**src/include/ssq_pkg.sv**
```systemverilog
// Constants, register map and carrier types of the step/direction sequencer
package ssq_pkg;

    localparam int          SSQ_CLK_HZ        = 20_000_000;
    localparam int          SSQ_POS_W         = 10;
    localparam int          SSQ_CNT_W         = 21;
    localparam int          SSQ_ADDR_W        = 4;

    // Register word addresses
    localparam logic [3:0]  SSQ_ADDR_CHOP     = 4'h0;
    localparam logic [3:0]  SSQ_ADDR_SCALE    = 4'h1;
    localparam logic [3:0]  SSQ_ADDR_STAT     = 4'h2;
    localparam logic [3:0]  SSQ_ADDR_INTV     = 4'h3;

    // Chopper configuration fields
    localparam int          SSQ_CHOP_RES_LSB  = 0;
    localparam int          SSQ_CHOP_DEDGE    = 4;
    localparam int          SSQ_CHOP_INTPOL   = 5;
    localparam int          SSQ_CHOP_EXTSTEP  = 6;
    localparam logic [3:0]  SSQ_RES_RST       = 4'h0;
    localparam logic [3:0]  SSQ_RES_MAX       = 4'h8;
    localparam logic        SSQ_DEDGE_RST     = 1'b0;
    localparam logic        SSQ_INTPOL_RST    = 1'b0;
    localparam logic        SSQ_EXTSTEP_RST   = 1'b1;

    // Current scale fields
    localparam int          SSQ_HOLD_LSB      = 0;
    localparam int          SSQ_RUN_LSB       = 8;
    localparam logic [4:0]  SSQ_HOLD_RST      = 5'h08;
    localparam logic [4:0]  SSQ_RUN_RST       = 5'h1f;

    // Status fields
    localparam int          SSQ_STAT_POS_LSB  = 0;
    localparam int          SSQ_STAT_STST     = 16;
    localparam int          SSQ_STAT_BURST    = 17;
    localparam logic        SSQ_STST_RST      = 1'b1;
    localparam logic [9:0]  SSQ_POS_RST       = 10'h000;

    // Standstill interval limit in system clock cycles
    localparam logic [20:0] SSQ_STST_LIMIT    = 21'h100000;

    typedef struct packed {
        logic [3:0]  addr;
        logic [31:0] wdata;
        logic        wr;
        logic        rd;
    } ssq_bus_req_t;

    typedef struct packed {
        logic        stst;
        logic        burst;
        logic [9:0]  pos;
        logic [4:0]  scale;
    } ssq_motor_t;

    typedef enum logic [1:0] {
        SSQ_ST_IDLE  = 2'b01,
        SSQ_ST_BURST = 2'b10
    } ssq_state_t;

endpackage : ssq_pkg

```
**src/ssq_step_dir_sequencer.sv**
```systemverilog
// Step/direction microstep sequencer with interpolator and standstill detection
//
// Summary of operation
// Both-edge mode: every step transition counts
// Single-edge mode: only rising step transitions count
// Step and direction synchronised to system clock
// Controller limits step rate to clock fraction
// Position indexes 1024-entry table, four full steps
// Direction low adds width, high subtracts
// Width doubles per coarser setting, 1 to 256
// Coarser resolution snaps to nearest valid step
// Full steps visit 128, 384, 640, 896
// Valid positions sit half a width above zero
// Interpolation spreads each step evenly over interval
// Dedicated chopper configuration bit enables interpolation
// Microstep period is interval over step width
// Interval above limit sets standstill flag
// Standstill switches current scale to hold value
// Next active step clears standstill flag
// New timing adopted after one measured interval
// Controller uses both edges only at even duty
// External stepping keeps only current scale settings
// Position is ten bits, wraps both ways
// Resolution is power of two, clamped at 256
//
// Strobed register access and the register offsets were left to the implementer.
`timescale 1ns/100ps
`default_nettype none

module ssq_step_dir_sequencer #(
    parameter logic [20:0] STST_LIMIT = ssq_pkg::SSQ_STST_LIMIT
) (
    input  wire logic                 clk_sys,
    input  wire logic                 resetn,
    input  wire logic                 step_in,
    input  wire logic                 dir_in,
    input  wire ssq_pkg::ssq_bus_req_t bus_req,
    output logic [31:0]               bus_rdata,
    output ssq_pkg::ssq_motor_t       motor
);
    import ssq_pkg::*;

    ////////////////////////////////////////////////////////////////////////////
    // Declarations

    logic [3:0]            res_reg;
    logic                  dedge_reg;
    logic                  intpol_reg;
    logic                  extstep_reg;
    logic [4:0]            hold_reg;
    logic [4:0]            run_reg;
    logic [31:0]           rdata_reg;
    logic [31:0]           rdata_next;

    logic [2:0]            step_sync_reg;
    logic [2:0]            dir_sync_reg;
    logic                  step_lvl_reg;
    logic                  step_prev_reg;
    logic                  dir_lvl_reg;
    logic                  step_rise;
    logic                  step_fall;
    logic                  step_evt;

    logic [3:0]            sh;
    logic [3:0]            sh_prev_reg;
    logic                  coarser;
    logic [9:0]            width;
    logic [9:0]            mask;
    logic [9:0]            half;
    logic [9:0]            snapped;

    logic [SSQ_CNT_W-1:0]  intv_cnt_reg;
    logic [SSQ_CNT_W-1:0]  intv_reg;
    logic                  limit_hit;
    logic                  stst_set;
    logic                  stst_reg;

    ssq_state_t            state_reg;
    ssq_state_t            state_next;
    logic [9:0]            pos_reg;
    logic [9:0]            pos_next;
    logic [9:0]            target_reg;
    logic [9:0]            target_next;
    logic [9:0]            base;
    logic                  bdir_reg;
    logic [8:0]            remain_reg;
    logic [8:0]            remain_next;
    logic [SSQ_CNT_W-1:0]  tick_per_reg;
    logic [SSQ_CNT_W-1:0]  tick_per_next;
    logic [SSQ_CNT_W-1:0]  tick_cnt_reg;
    logic [SSQ_CNT_W-1:0]  tick_cnt_next;
    logic [SSQ_CNT_W-1:0]  per_calc;
    logic                  micro_tick;

    ////////////////////////////////////////////////////////////////////////////
    // Register bus

    // Chopper configuration
    always_ff @(posedge clk_sys or negedge resetn) begin
        if (!resetn) begin
            res_reg     <= SSQ_RES_RST;
            dedge_reg   <= SSQ_DEDGE_RST;
            intpol_reg  <= SSQ_INTPOL_RST;
            extstep_reg <= SSQ_EXTSTEP_RST;
        end else if (bus_req.wr && bus_req.addr == SSQ_ADDR_CHOP) begin
            res_reg     <= bus_req.wdata[SSQ_CHOP_RES_LSB +: 4];
            dedge_reg   <= bus_req.wdata[SSQ_CHOP_DEDGE];
            intpol_reg  <= bus_req.wdata[SSQ_CHOP_INTPOL];
            extstep_reg <= bus_req.wdata[SSQ_CHOP_EXTSTEP];
        end
    end

    // Current scale settings
    always_ff @(posedge clk_sys or negedge resetn) begin
        if (!resetn) begin
            hold_reg <= SSQ_HOLD_RST;
            run_reg  <= SSQ_RUN_RST;
        end else if (bus_req.wr && bus_req.addr == SSQ_ADDR_SCALE) begin
            hold_reg <= bus_req.wdata[SSQ_HOLD_LSB +: 5];
            run_reg  <= bus_req.wdata[SSQ_RUN_LSB +: 5];
        end
    end

    always_comb begin
        rdata_next = 32'h0000_0000;
        if (bus_req.rd) begin
            unique case (bus_req.addr)
                SSQ_ADDR_CHOP: begin
                    rdata_next[SSQ_CHOP_RES_LSB +: 4] = res_reg;
                    rdata_next[SSQ_CHOP_DEDGE]        = dedge_reg;
                    rdata_next[SSQ_CHOP_INTPOL]       = intpol_reg;
                    rdata_next[SSQ_CHOP_EXTSTEP]      = extstep_reg;
                end
                SSQ_ADDR_SCALE: begin
                    rdata_next[SSQ_HOLD_LSB +: 5] = hold_reg;
                    rdata_next[SSQ_RUN_LSB +: 5]  = run_reg;
                end
                SSQ_ADDR_STAT: begin
                    rdata_next[SSQ_STAT_POS_LSB +: 10] = pos_reg;
                    rdata_next[SSQ_STAT_STST]          = stst_reg;
                    rdata_next[SSQ_STAT_BURST]         = (state_reg == SSQ_ST_BURST);
                end
                SSQ_ADDR_INTV: begin
                    rdata_next[SSQ_CNT_W-1:0] = intv_reg;
                end
                default: begin
                    rdata_next = 32'h0000_0000;
                end
            endcase
        end
    end

    // Read data registered, zero when no read
    always_ff @(posedge clk_sys or negedge resetn) begin
        if (!resetn) begin
            rdata_reg <= 32'h0000_0000;
        end else begin
            rdata_reg <= rdata_next;
        end
    end

    assign bus_rdata = rdata_reg;

    ////////////////////////////////////////////////////////////////////////////
    // Input synchronisers and edge detection

    // Three-stage synchronisers
    always_ff @(posedge clk_sys or negedge resetn) begin
        if (!resetn) begin
            step_sync_reg <= 3'h0;
            dir_sync_reg  <= 3'h0;
        end else begin
            step_sync_reg <= {step_sync_reg[1:0], step_in};
            dir_sync_reg  <= {dir_sync_reg[1:0], dir_in};
        end
    end

    // Level accepted once stages two and three agree
    always_ff @(posedge clk_sys or negedge resetn) begin
        if (!resetn) begin
            step_lvl_reg  <= 1'b0;
            step_prev_reg <= 1'b0;
            dir_lvl_reg   <= 1'b0;
        end else begin
            if (step_sync_reg[1] == step_sync_reg[2]) begin
                step_lvl_reg <= step_sync_reg[2];
            end
            if (dir_sync_reg[1] == dir_sync_reg[2]) begin
                dir_lvl_reg <= dir_sync_reg[2];
            end
            step_prev_reg <= step_lvl_reg;
        end
    end

    assign step_rise = step_lvl_reg & ~step_prev_reg;
    assign step_fall = ~step_lvl_reg & step_prev_reg;
    assign step_evt  = extstep_reg & (step_rise | (dedge_reg & step_fall));

    ////////////////////////////////////////////////////////////////////////////
    // Resolution decode and snapping

    assign sh      = (res_reg > SSQ_RES_MAX) ? SSQ_RES_MAX : res_reg;
    assign width   = 10'h001 << sh;
    assign mask    = width - 10'h001;
    assign half    = width >> 1;
    assign snapped = (pos_reg & ~mask) | half;
    assign coarser = (sh > sh_prev_reg);

    // Previous resolution for snap detection
    always_ff @(posedge clk_sys or negedge resetn) begin
        if (!resetn) begin
            sh_prev_reg <= SSQ_RES_RST;
        end else begin
            sh_prev_reg <= sh;
        end
    end

    ////////////////////////////////////////////////////////////////////////////
    // Interval measurement and standstill

    assign limit_hit = (intv_cnt_reg == STST_LIMIT);

    // One-shot set as the count arrives at the limit, so a saturated
    // count cannot override the step event that clears the flag
    assign stst_set  = !step_evt && !limit_hit && (intv_cnt_reg == STST_LIMIT - 21'h000001);

    // Interval counter saturates at the limit
    always_ff @(posedge clk_sys or negedge resetn) begin
        if (!resetn) begin
            intv_cnt_reg <= {SSQ_CNT_W{1'b0}};
            intv_reg     <= {SSQ_CNT_W{1'b0}};
        end else if (step_evt) begin
            intv_cnt_reg <= {{(SSQ_CNT_W-1){1'b0}}, 1'b1};
            intv_reg     <= intv_cnt_reg;
        end else if (!limit_hit) begin
            intv_cnt_reg <= intv_cnt_reg + {{(SSQ_CNT_W-1){1'b0}}, 1'b1};
        end
    end

    always_ff @(posedge clk_sys or negedge resetn) begin
        if (!resetn) begin
            stst_reg <= SSQ_STST_RST;
        end else if (stst_set) begin
            stst_reg <= 1'b1;
        end else if (step_evt) begin
            stst_reg <= 1'b0;
        end
    end

    ////////////////////////////////////////////////////////////////////////////
    // Microstep sequencer and interpolator

    assign per_calc   = intv_cnt_reg >> sh;
    assign micro_tick = (state_reg == SSQ_ST_BURST) && (tick_cnt_reg == tick_per_reg);
    assign base       = (state_reg == SSQ_ST_BURST) ? target_reg : pos_reg;

    always_comb begin
        state_next    = state_reg;
        pos_next      = pos_reg;
        target_next   = target_reg;
        remain_next   = remain_reg;
        tick_per_next = tick_per_reg;
        tick_cnt_next = tick_cnt_reg;
        if (coarser) begin
            pos_next    = snapped;
            target_next = snapped;
            state_next  = SSQ_ST_IDLE;
        end else if (step_evt) begin
            target_next = dir_lvl_reg ? base - width : base + width;
            if (intpol_reg && !stst_reg && sh != 4'h0) begin
                pos_next      = base;
                remain_next   = {1'b0, width[7:0]} | {sh == SSQ_RES_MAX, 8'h00};
                tick_per_next = (per_calc == {SSQ_CNT_W{1'b0}})
                              ? {{(SSQ_CNT_W-1){1'b0}}, 1'b1} : per_calc;
                tick_cnt_next = {{(SSQ_CNT_W-1){1'b0}}, 1'b1};
                state_next    = SSQ_ST_BURST;
            end else begin
                pos_next   = dir_lvl_reg ? base - width : base + width;
                state_next = SSQ_ST_IDLE;
            end
        end else if (state_reg == SSQ_ST_BURST) begin
            if (micro_tick) begin
                pos_next      = bdir_reg ? pos_reg - 10'h001 : pos_reg + 10'h001;
                remain_next   = remain_reg - 9'h001;
                tick_cnt_next = {{(SSQ_CNT_W-1){1'b0}}, 1'b1};
                if (remain_reg == 9'h001) begin
                    state_next = SSQ_ST_IDLE;
                end
            end else begin
                tick_cnt_next = tick_cnt_reg + {{(SSQ_CNT_W-1){1'b0}}, 1'b1};
            end
        end
    end

    // Sequencer state
    always_ff @(posedge clk_sys or negedge resetn) begin
        if (!resetn) begin
            state_reg <= SSQ_ST_IDLE;
        end else begin
            state_reg <= state_next;
        end
    end

    // Position and burst target
    always_ff @(posedge clk_sys or negedge resetn) begin
        if (!resetn) begin
            pos_reg    <= SSQ_POS_RST;
            target_reg <= SSQ_POS_RST;
        end else begin
            pos_reg    <= pos_next;
            target_reg <= target_next;
        end
    end

    // Burst direction, count and microstep timer
    always_ff @(posedge clk_sys or negedge resetn) begin
        if (!resetn) begin
            bdir_reg     <= 1'b0;
            remain_reg   <= 9'h000;
            tick_per_reg <= {{(SSQ_CNT_W-1){1'b0}}, 1'b1};
            tick_cnt_reg <= {{(SSQ_CNT_W-1){1'b0}}, 1'b1};
        end else begin
            if (step_evt) begin
                bdir_reg <= dir_lvl_reg;
            end
            remain_reg   <= remain_next;
            tick_per_reg <= tick_per_next;
            tick_cnt_reg <= tick_cnt_next;
        end
    end

    ////////////////////////////////////////////////////////////////////////////
    // Motor outputs

    // Registered copies of the internal state
    always_ff @(posedge clk_sys or negedge resetn) begin
        if (!resetn) begin
            motor <= '0;
        end else begin
            motor.stst  <= stst_reg;
            motor.burst <= (state_reg == SSQ_ST_BURST);
            motor.pos   <= pos_reg;
            motor.scale <= stst_reg ? hold_reg : run_reg;
        end
    end

endmodule : ssq_step_dir_sequencer

`default_nettype wire

```
**config.mk**
```make
export PLATFORM = sky130hd
export DESIGN_NAME = ssq_step_dir_sequencer
export DESIGN_NICKNAME = d
export VERILOG_FILES = /design/src/include/ssq_pkg.sv /design/src/ssq_step_dir_sequencer.sv
export SDC_FILE = /design/constraint.sdc
export NUM_CORES = 1
export LEC_CHECK = 0
export ABC_AREA = 1
export BUFFER_PORTS_ARGS = -buffer_cell sky130_fd_sc_hd__buf_2
export CAP_MARGIN = 10
export CORE_MARGIN = 3
export CORE_UTILIZATION = 40
export CTS_BUF_LIST = sky130_fd_sc_hd__clkbuf_8
export DETAILED_ROUTE_END_ITERATION = 8
export PLACE_DENSITY_LB_ADDON = 0.12
export SLEW_MARGIN = 20
export SYNTH_ARGS = -nofsm -noshare
export SYNTH_HDL_FRONTEND = slang
export SYNTH_SLANG_ARGS = --single-unit
```
**constraint.sdc**
```tcl
create_clock -name clk_sys -period 2.9 [get_ports clk_sys]
set_input_delay 0.145 -clock clk_sys [delete_from_list [all_inputs] [get_ports clk_sys]]
set_output_delay 0.145 -clock clk_sys [all_outputs]
set_load 0.02 [all_outputs]
```
==> qor.yml, run 1 <==
status: "completed"
ys_types: 55
path_class: "reg2reg"
grtUsageTotal: 0.229
fin_skew_ps: 29.4
routed_via_density: 5.25
first_pass_iters: 6
post-dp-hpwl_microns: 24300
first_global_vias: 9664
grt_pass1_wl_microns: 53100
die_w_microns: 172
worst_pin_slew_ps: 818
cts_tree: "done"
crit_required_ps: 3320
synthFlopType: "dfrtp_1"
synth_most_common_cell: "nand2_1"
setup_viol: 0
power_uw: 11100
seq_area_frac_synth: 0.421
final_core_util: 0.472
fmax_mhz: 366
diodes: 0
post_route_cells_drive_above_1_share: 0.161
hold_ws_ps: 37.2
core_sq_um: 27000
synth_async_sr_flop_share: 1.00
io_buffer_count: 59
synth_seq_cells: 185
synth_edf_count: 0
leakagePower_uw: 0.00631
clockRootBuffer: "clkbuf_8"
io_pins: 91
drv_slew: 0
ant_nets: 0
hold_path.class: "in2reg"
fin_crit_sh: 0.943
clock-sinks: 185
dieArea_sq_um: 29600
setup.worst_path.end_class: "flop"
gr-total-overflow: 0
dr.first_iter.drc_count: 702
startpoint_type: "flop"
vias: 10200
drc: 0
cellPowerDensity_nw_per_um2: 871
initial_core_util: 0.408
drv_cap: 0
syn_area_sq_um: 11000
synth_common_cells: "383 x nand2_1, 174 x dfrtp_1, 165 x inv_1"
hold_violations: 0
final_area_sq_um: 12800
crit_arrival_ps: 3150
clk_pin_slew_ps: 130
cp_max_fo: 3
numCtsBuffers: 17
synth_top_cell_by_area: "dfrtp_1"
routed_wl_microns: 32800
syn_inst: 1472
clockBufferDepth: 2
post_drt_wl_per_cell_microns: 16.9
grt_antenna_before_repair: 0
die_h_microns: 172
period_needed_ps: 2740
syn_avg_cell_area_sq_um: 7.49
syn_to_final_growth_pct: 15.8
fp-row-count: 60
finalWorstSetupSlack_ps: 164
peakVddDrop_mv: 0.349
ys_warn_count: 0
grt_start_max_net_pins: 98
clk_latency_ps: 500
placed_cell_area_sq_um: 11900
yosys-top-cells-area: "dfrtp_1 39%, nand2_1 13%, nand3_1 6.7%, inv_1 5.6%, o21ai_0 5.2%"
htreeDepth: 4
layout.nets: 1657
max_slew_margin: 0.455
gp_congestion: 0.925
dpl_worst_slack_ps: -25.8
synth_top_area_frac: 0.395
[routing by layer]
metal | GRT usage | part of all wire | vias to the layer above
met5 | 0 | 0 | -
met4 | 0.0587 | 0.021 | 0
met3 | 0.0327 | 0.051 | 49
met2 | 0.361 | 0.46 | 267
met1 | 0.332 | 0.47 | 4819
li1 | - | - | 5053
[critical path, cell delays in order (launching register included)]
cell	delay [ps]
dfrtp_1	410
inv_2	80
nand2_2	70
nor2_2	110
inv_2	60
nor2_4	110
inv_2	60
ha_4	160
nand2_2	60
o21ai_2	50
nand2_1	130
o21ai_2	90
ha_1	350
inv_2	80
o21ai_2	60
a21oi_1	120
nand2_1	100
xor2_2	200
buf_4	140
buf_4	120
a21oi_1	120
[cell type report]
cell class	count	area (sq um)
fillers	2735	14300
multi-input cells	1064	5560
flip-flops and latches	185	4640
repair buffers	140	997
inverters	178	671
well taps	341	427
clock buffers	17	234
clock inverters	15	234
[stage by stage]
stage                     cells  TNS (ps)
final                      1940         0
after global routing       1940     -36.7
after CTS                  1934         0
after detailed placement   1886     -48.8
after global placement     1886         0
after floorplan            1482         0
[cells in the final DEF (no fill, tap or decap), types with 6 or more instances in the layout]
| master | n |
|---|---|
| nand2_1 | 376 |
| dfrtp_1 | 174 |
| inv_1 | 161 |
| nand3_1 | 147 |
| nor2_1 | 111 |
| o21ai_0 | 109 |
| buf_2 | 59 |
| buf_4 | 56 |
| a21oi_1 | 53 |
| nand4_1 | 38 |
| nor3_1 | 31 |
| ha_1 | 24 |
| clkbuf_8 | 18 |
| xor2_1 | 17 |
| dlygate4sd3_1 | 16 |
| inv_2 | 15 |
| nand2_2 | 14 |
| o21ai_2 | 12 |
| xnor2_1 | 12 |
| conb_1 | 11 |
| dfstp_2 | 11 |
| o211ai_1 | 9 |
| or2_2 | 8 |
| o21ai_1 | 8 |
| o22ai_1 | 7 |
| nand3b_1 | 6 |
| inv_12 | 6 |
| buf_6 | 6 |
[cells by family (layout without fill, tap and decap cells)]
group | Yosys count | after routing | synth area share
and+or+nand+nor | 761 | 761 | 0.308
adders and majority gates | 31 | 31 | 0.0361
xor gates and xnor gates | 32 | 32 | 0.0254
buffers and inverters | 233 | 350 | 0.0912
AOI/OAI and AO/OA | 225 | 225 | 0.114
muxes | 4 | 4 | 0.00408
DFF | 185 | 185 | 0.421
other | 1 | 11 | 0.000340
[timing repair]
item	4_1_cts	5_1_grt
setup buffers	0	5
pin swaps	2	17
gates resized for setup	6	46
setup endpoints to repair	6	61
gates cloned	0	1
hold buffers	16	0
hold endpoints to repair	107	0
[final timing paths]
kind,from,endpoint,slack [ps],cells past startpoint
worst max-delay path,res_reg[3],target_reg[7],160,20
worst min-delay path,bus_req[34],bus_rdata[16],40,4
worst max register to register,res_reg[3],target_reg[7],160,20
worst min register to register,step_sync_reg[0],step_sync_reg[1],370,0
max in group asynchronous,resetn,run_reg[3],1800,3
min in group asynchronous,resetn,tick_cnt_reg[9],330,2
[where the power goes]
group	total [uW]	internal (uW)	switching (uW)
registers	3590	3160	433
clock network	2020	733	1290
logic	5500	2060	3440
total	11100	5950	5160
Note: power is estimated with default switching activity, not from simulation.
==> inputs of run 2 (changes only) <==
--- a/config.mk
+++ b/config.mk
@@ -5,9 +5,8 @@
 export SDC_FILE = /design/constraint.sdc
 export NUM_CORES = 1
 export LEC_CHECK = 0
-export ABC_AREA = 1
 export BUFFER_PORTS_ARGS = -buffer_cell sky130_fd_sc_hd__buf_2
-export CAP_MARGIN = 10
+export CAP_MARGIN = 20
 export CORE_MARGIN = 3
 export CORE_UTILIZATION = 40
 export CTS_BUF_LIST = sky130_fd_sc_hd__clkbuf_8
==> run 2 against run 1 <==
Effect of this change:
- wire length down 3.2%
- synthesized cell count decreased by 23%
- the flow now finishes with violations (setup timing)
- flip-flop and latch count stayed put
- largest power group unchanged
- utilization grew 2.5 points
- critical path depth down 8
- global-route usage decreased by 0.40 points
- first-iteration DRC count increased by 9.4%
==> qor.yml, run 2 <==
status: "complete, but fails checks"
violations: "setup timing"
path_class: "reg2reg"
clk_pin_slew_ps: 110
hold_ws_ps: 116
grt_pass1_wl_microns: 49700
leakagePower_uw: 0.00597
routed_via_density: 5.49
synth_top_area_frac: 0.414
clockBufferDepth: 2
fmax_mhz: 305
die_w_microns: 168
io_pins: 91
synth_common_cells: "176 x nand2_1, 174 x dfrtp_1, 104 x nor2_1"
syn_inst: 1135
drv_cap: 0
crit_arrival_ps: 3660
dr.first_iter.drc_count: 768
setup_viol: 13
final_cell_mix: "174 x dfrtp_1, 173 x nand2_1, 101 x nor2_1, 95 x buf_4, 59 x buf_2"
core_sq_um: 25500
grtUsageTotal: 0.225
syn_area_sq_um: 10500
grt_start_max_net_pins: 93
seq_area_frac_synth: 0.441
crit_required_ps: 3280
routed_wl_microns: 31800
worst_pin_slew_ps: 997
io_buffer_count: 59
startpoint_type: "flop"
yosys-top-cells-area: "dfrtp_1 41%, nand2_1 6.3%, nor2_1 3.7%, mux2_2 3.5%, mux2i_1 3.4%"
placed_cell_area_sq_um: 11700
nFillCells: 2432
synth_seq_cells: 185
fp-row-count: 58
rsz0062_at_grt: "yes"
finalWorstSetupSlack_ps: -379
hold_path.class: "in2reg"
numCtsBuffers: 17
die_h_microns: 168
gp_congestion: 0.893
fin_skew_ps: 16.4
synth_edf_count: 0
initial_core_util: 0.412
max_slew_margin: 0.334
ant_nets: 0
cts_tree: "done"
drv_slew: 0
synthFlopType: "dfrtp_1"
post_route_cells_drive_above_1_share: 0.248
first_global_vias: 8527
post-dp-hpwl_microns: 22700
syn_avg_cell_area_sq_um: 9.27
layout.nets: 1331
period_needed_ps: 3280
vias: 8803
peakVddDrop_mv: 0.555
cellPowerDensity_nw_per_um2: 819
synth_most_common_cell: "nand2_1"
grt_antenna_before_repair: 0
synth_top_cell_by_area: "dfrtp_1"
clockRootBuffer: "clkbuf_8"
post_drt_wl_per_cell_microns: 19.8
clk_latency_ps: 480
final_common_cell: "dfrtp_1"
cp_max_fo: 4
ys_warn_count: 0
final_area_sq_um: 12700
dieArea_sq_um: 28300
dpl_worst_slack_ps: -384
diodes: 0
setup.worst_path.end_class: "flop"
ys_types: 71
first_pass_iters: 5
syn_to_final_growth_pct: 20.9
clock-sinks: 185
htreeDepth: 4
hold_violations: 0
synth_async_sr_flop_share: 1.00
gr-total-overflow: 0
drc: 0
fin_crit_sh: 1.13
[run 2: cells by family after synthesis]
kind of cell	synth area share
AO/OA/AOI/OAI	0.132
XOR/XNOR	0.0533
adder cells (fa/ha/maj)	0.0378
buffers and inverters	0.0504
flip-flops	0.441
multiplexers	0.0931
other	0.000357
AND/OR/NAND/NOR	0.192
[run 2: what timing repair did]
action	CTS	global route
pin swaps	14	21
endpoints found under the setup margin	21	46
hold buffers	16	0
cloned	0	2
hold endpoints to repair	108	0
setup buffers	3	11
resized for setup	11	54
[run 2: per-layer routing]
| metal | wire length [microns] | GRT usage | vias to the layer above |
|---|---|---|---|
| li1 | - | - | 4198 |
| met1 | 15100 | 0.336 | 4289 |
| met2 | 14000 | 0.331 | 278 |
| met3 | 1950 | 0.0439 | 38 |
| met4 | 689 | 0.0640 | 0 |
| met5 | 0 | 0 | - |
[run 2: through the flow]
stage	power, uW	TNS (ps)	util	cells
4_1_cts	10100	-1870	0.483	1590
3_5_place_dp	8110	-3780	0.458	1539
3_3_place_gp	8080	-3160	0.458	1539
5_1_grt	11100	-3960	0.498	1603
2_1_floorplan	6610	-4590	-	1145
6_report	10400	-2120	0.498	1603
[run 2: worst max-delay path, stage by stage (launching register included)]
cell,delay (ps)
dfrtp_1,400
or4_4,560
ha_4,230
mux2_4,280
inv_2,60
ha_4,180
nor2b_4,120
o31a_1,290
o211ai_1,300
and3_4,270
nor3_2,50
xor2_1,160
a311oi_1,270
[run 2: area by class of cell]
cell class	instances	area, sq um	area share
Multi-Input combinational cell	837	5720	0.450
Sequential cell	185	4640	0.365
Timing Repair Buffer	185	1390	0.109
Tap cell	330	413	0.0325
Clock buffer	17	234	0.0184
Clock inverter	15	184	0.0145
Inverter	34	133	0.0104
[run 2: where the power goes]
group | switching, uW | leakage, uW | internal (uW)
Combinational | 2730 | 0.00336 | 2230
Sequential | 485 | 0.00240 | 3100
Clock | 1120 | 0.000210 | 733
[run 2: path summary, 6_finish.rpt]
check / startpoint / endpoint / slack (ps) / depth (start not counted)
worst min register to register: step_sync_reg[0] / step_sync_reg[1] / 370 / 0
max in group asynchronous: resetn / stst_reg / 1780 / 3
worst max-delay path: res_reg[0] / pos_reg[9] / -380 / 12
min in group asynchronous: resetn / bus_rdata[11] / 270 / 2
worst max register to register: res_reg[0] / pos_reg[9] / -380 / 12
worst min-delay path: bus_req[36] / bus_rdata[3] / 120 / 4
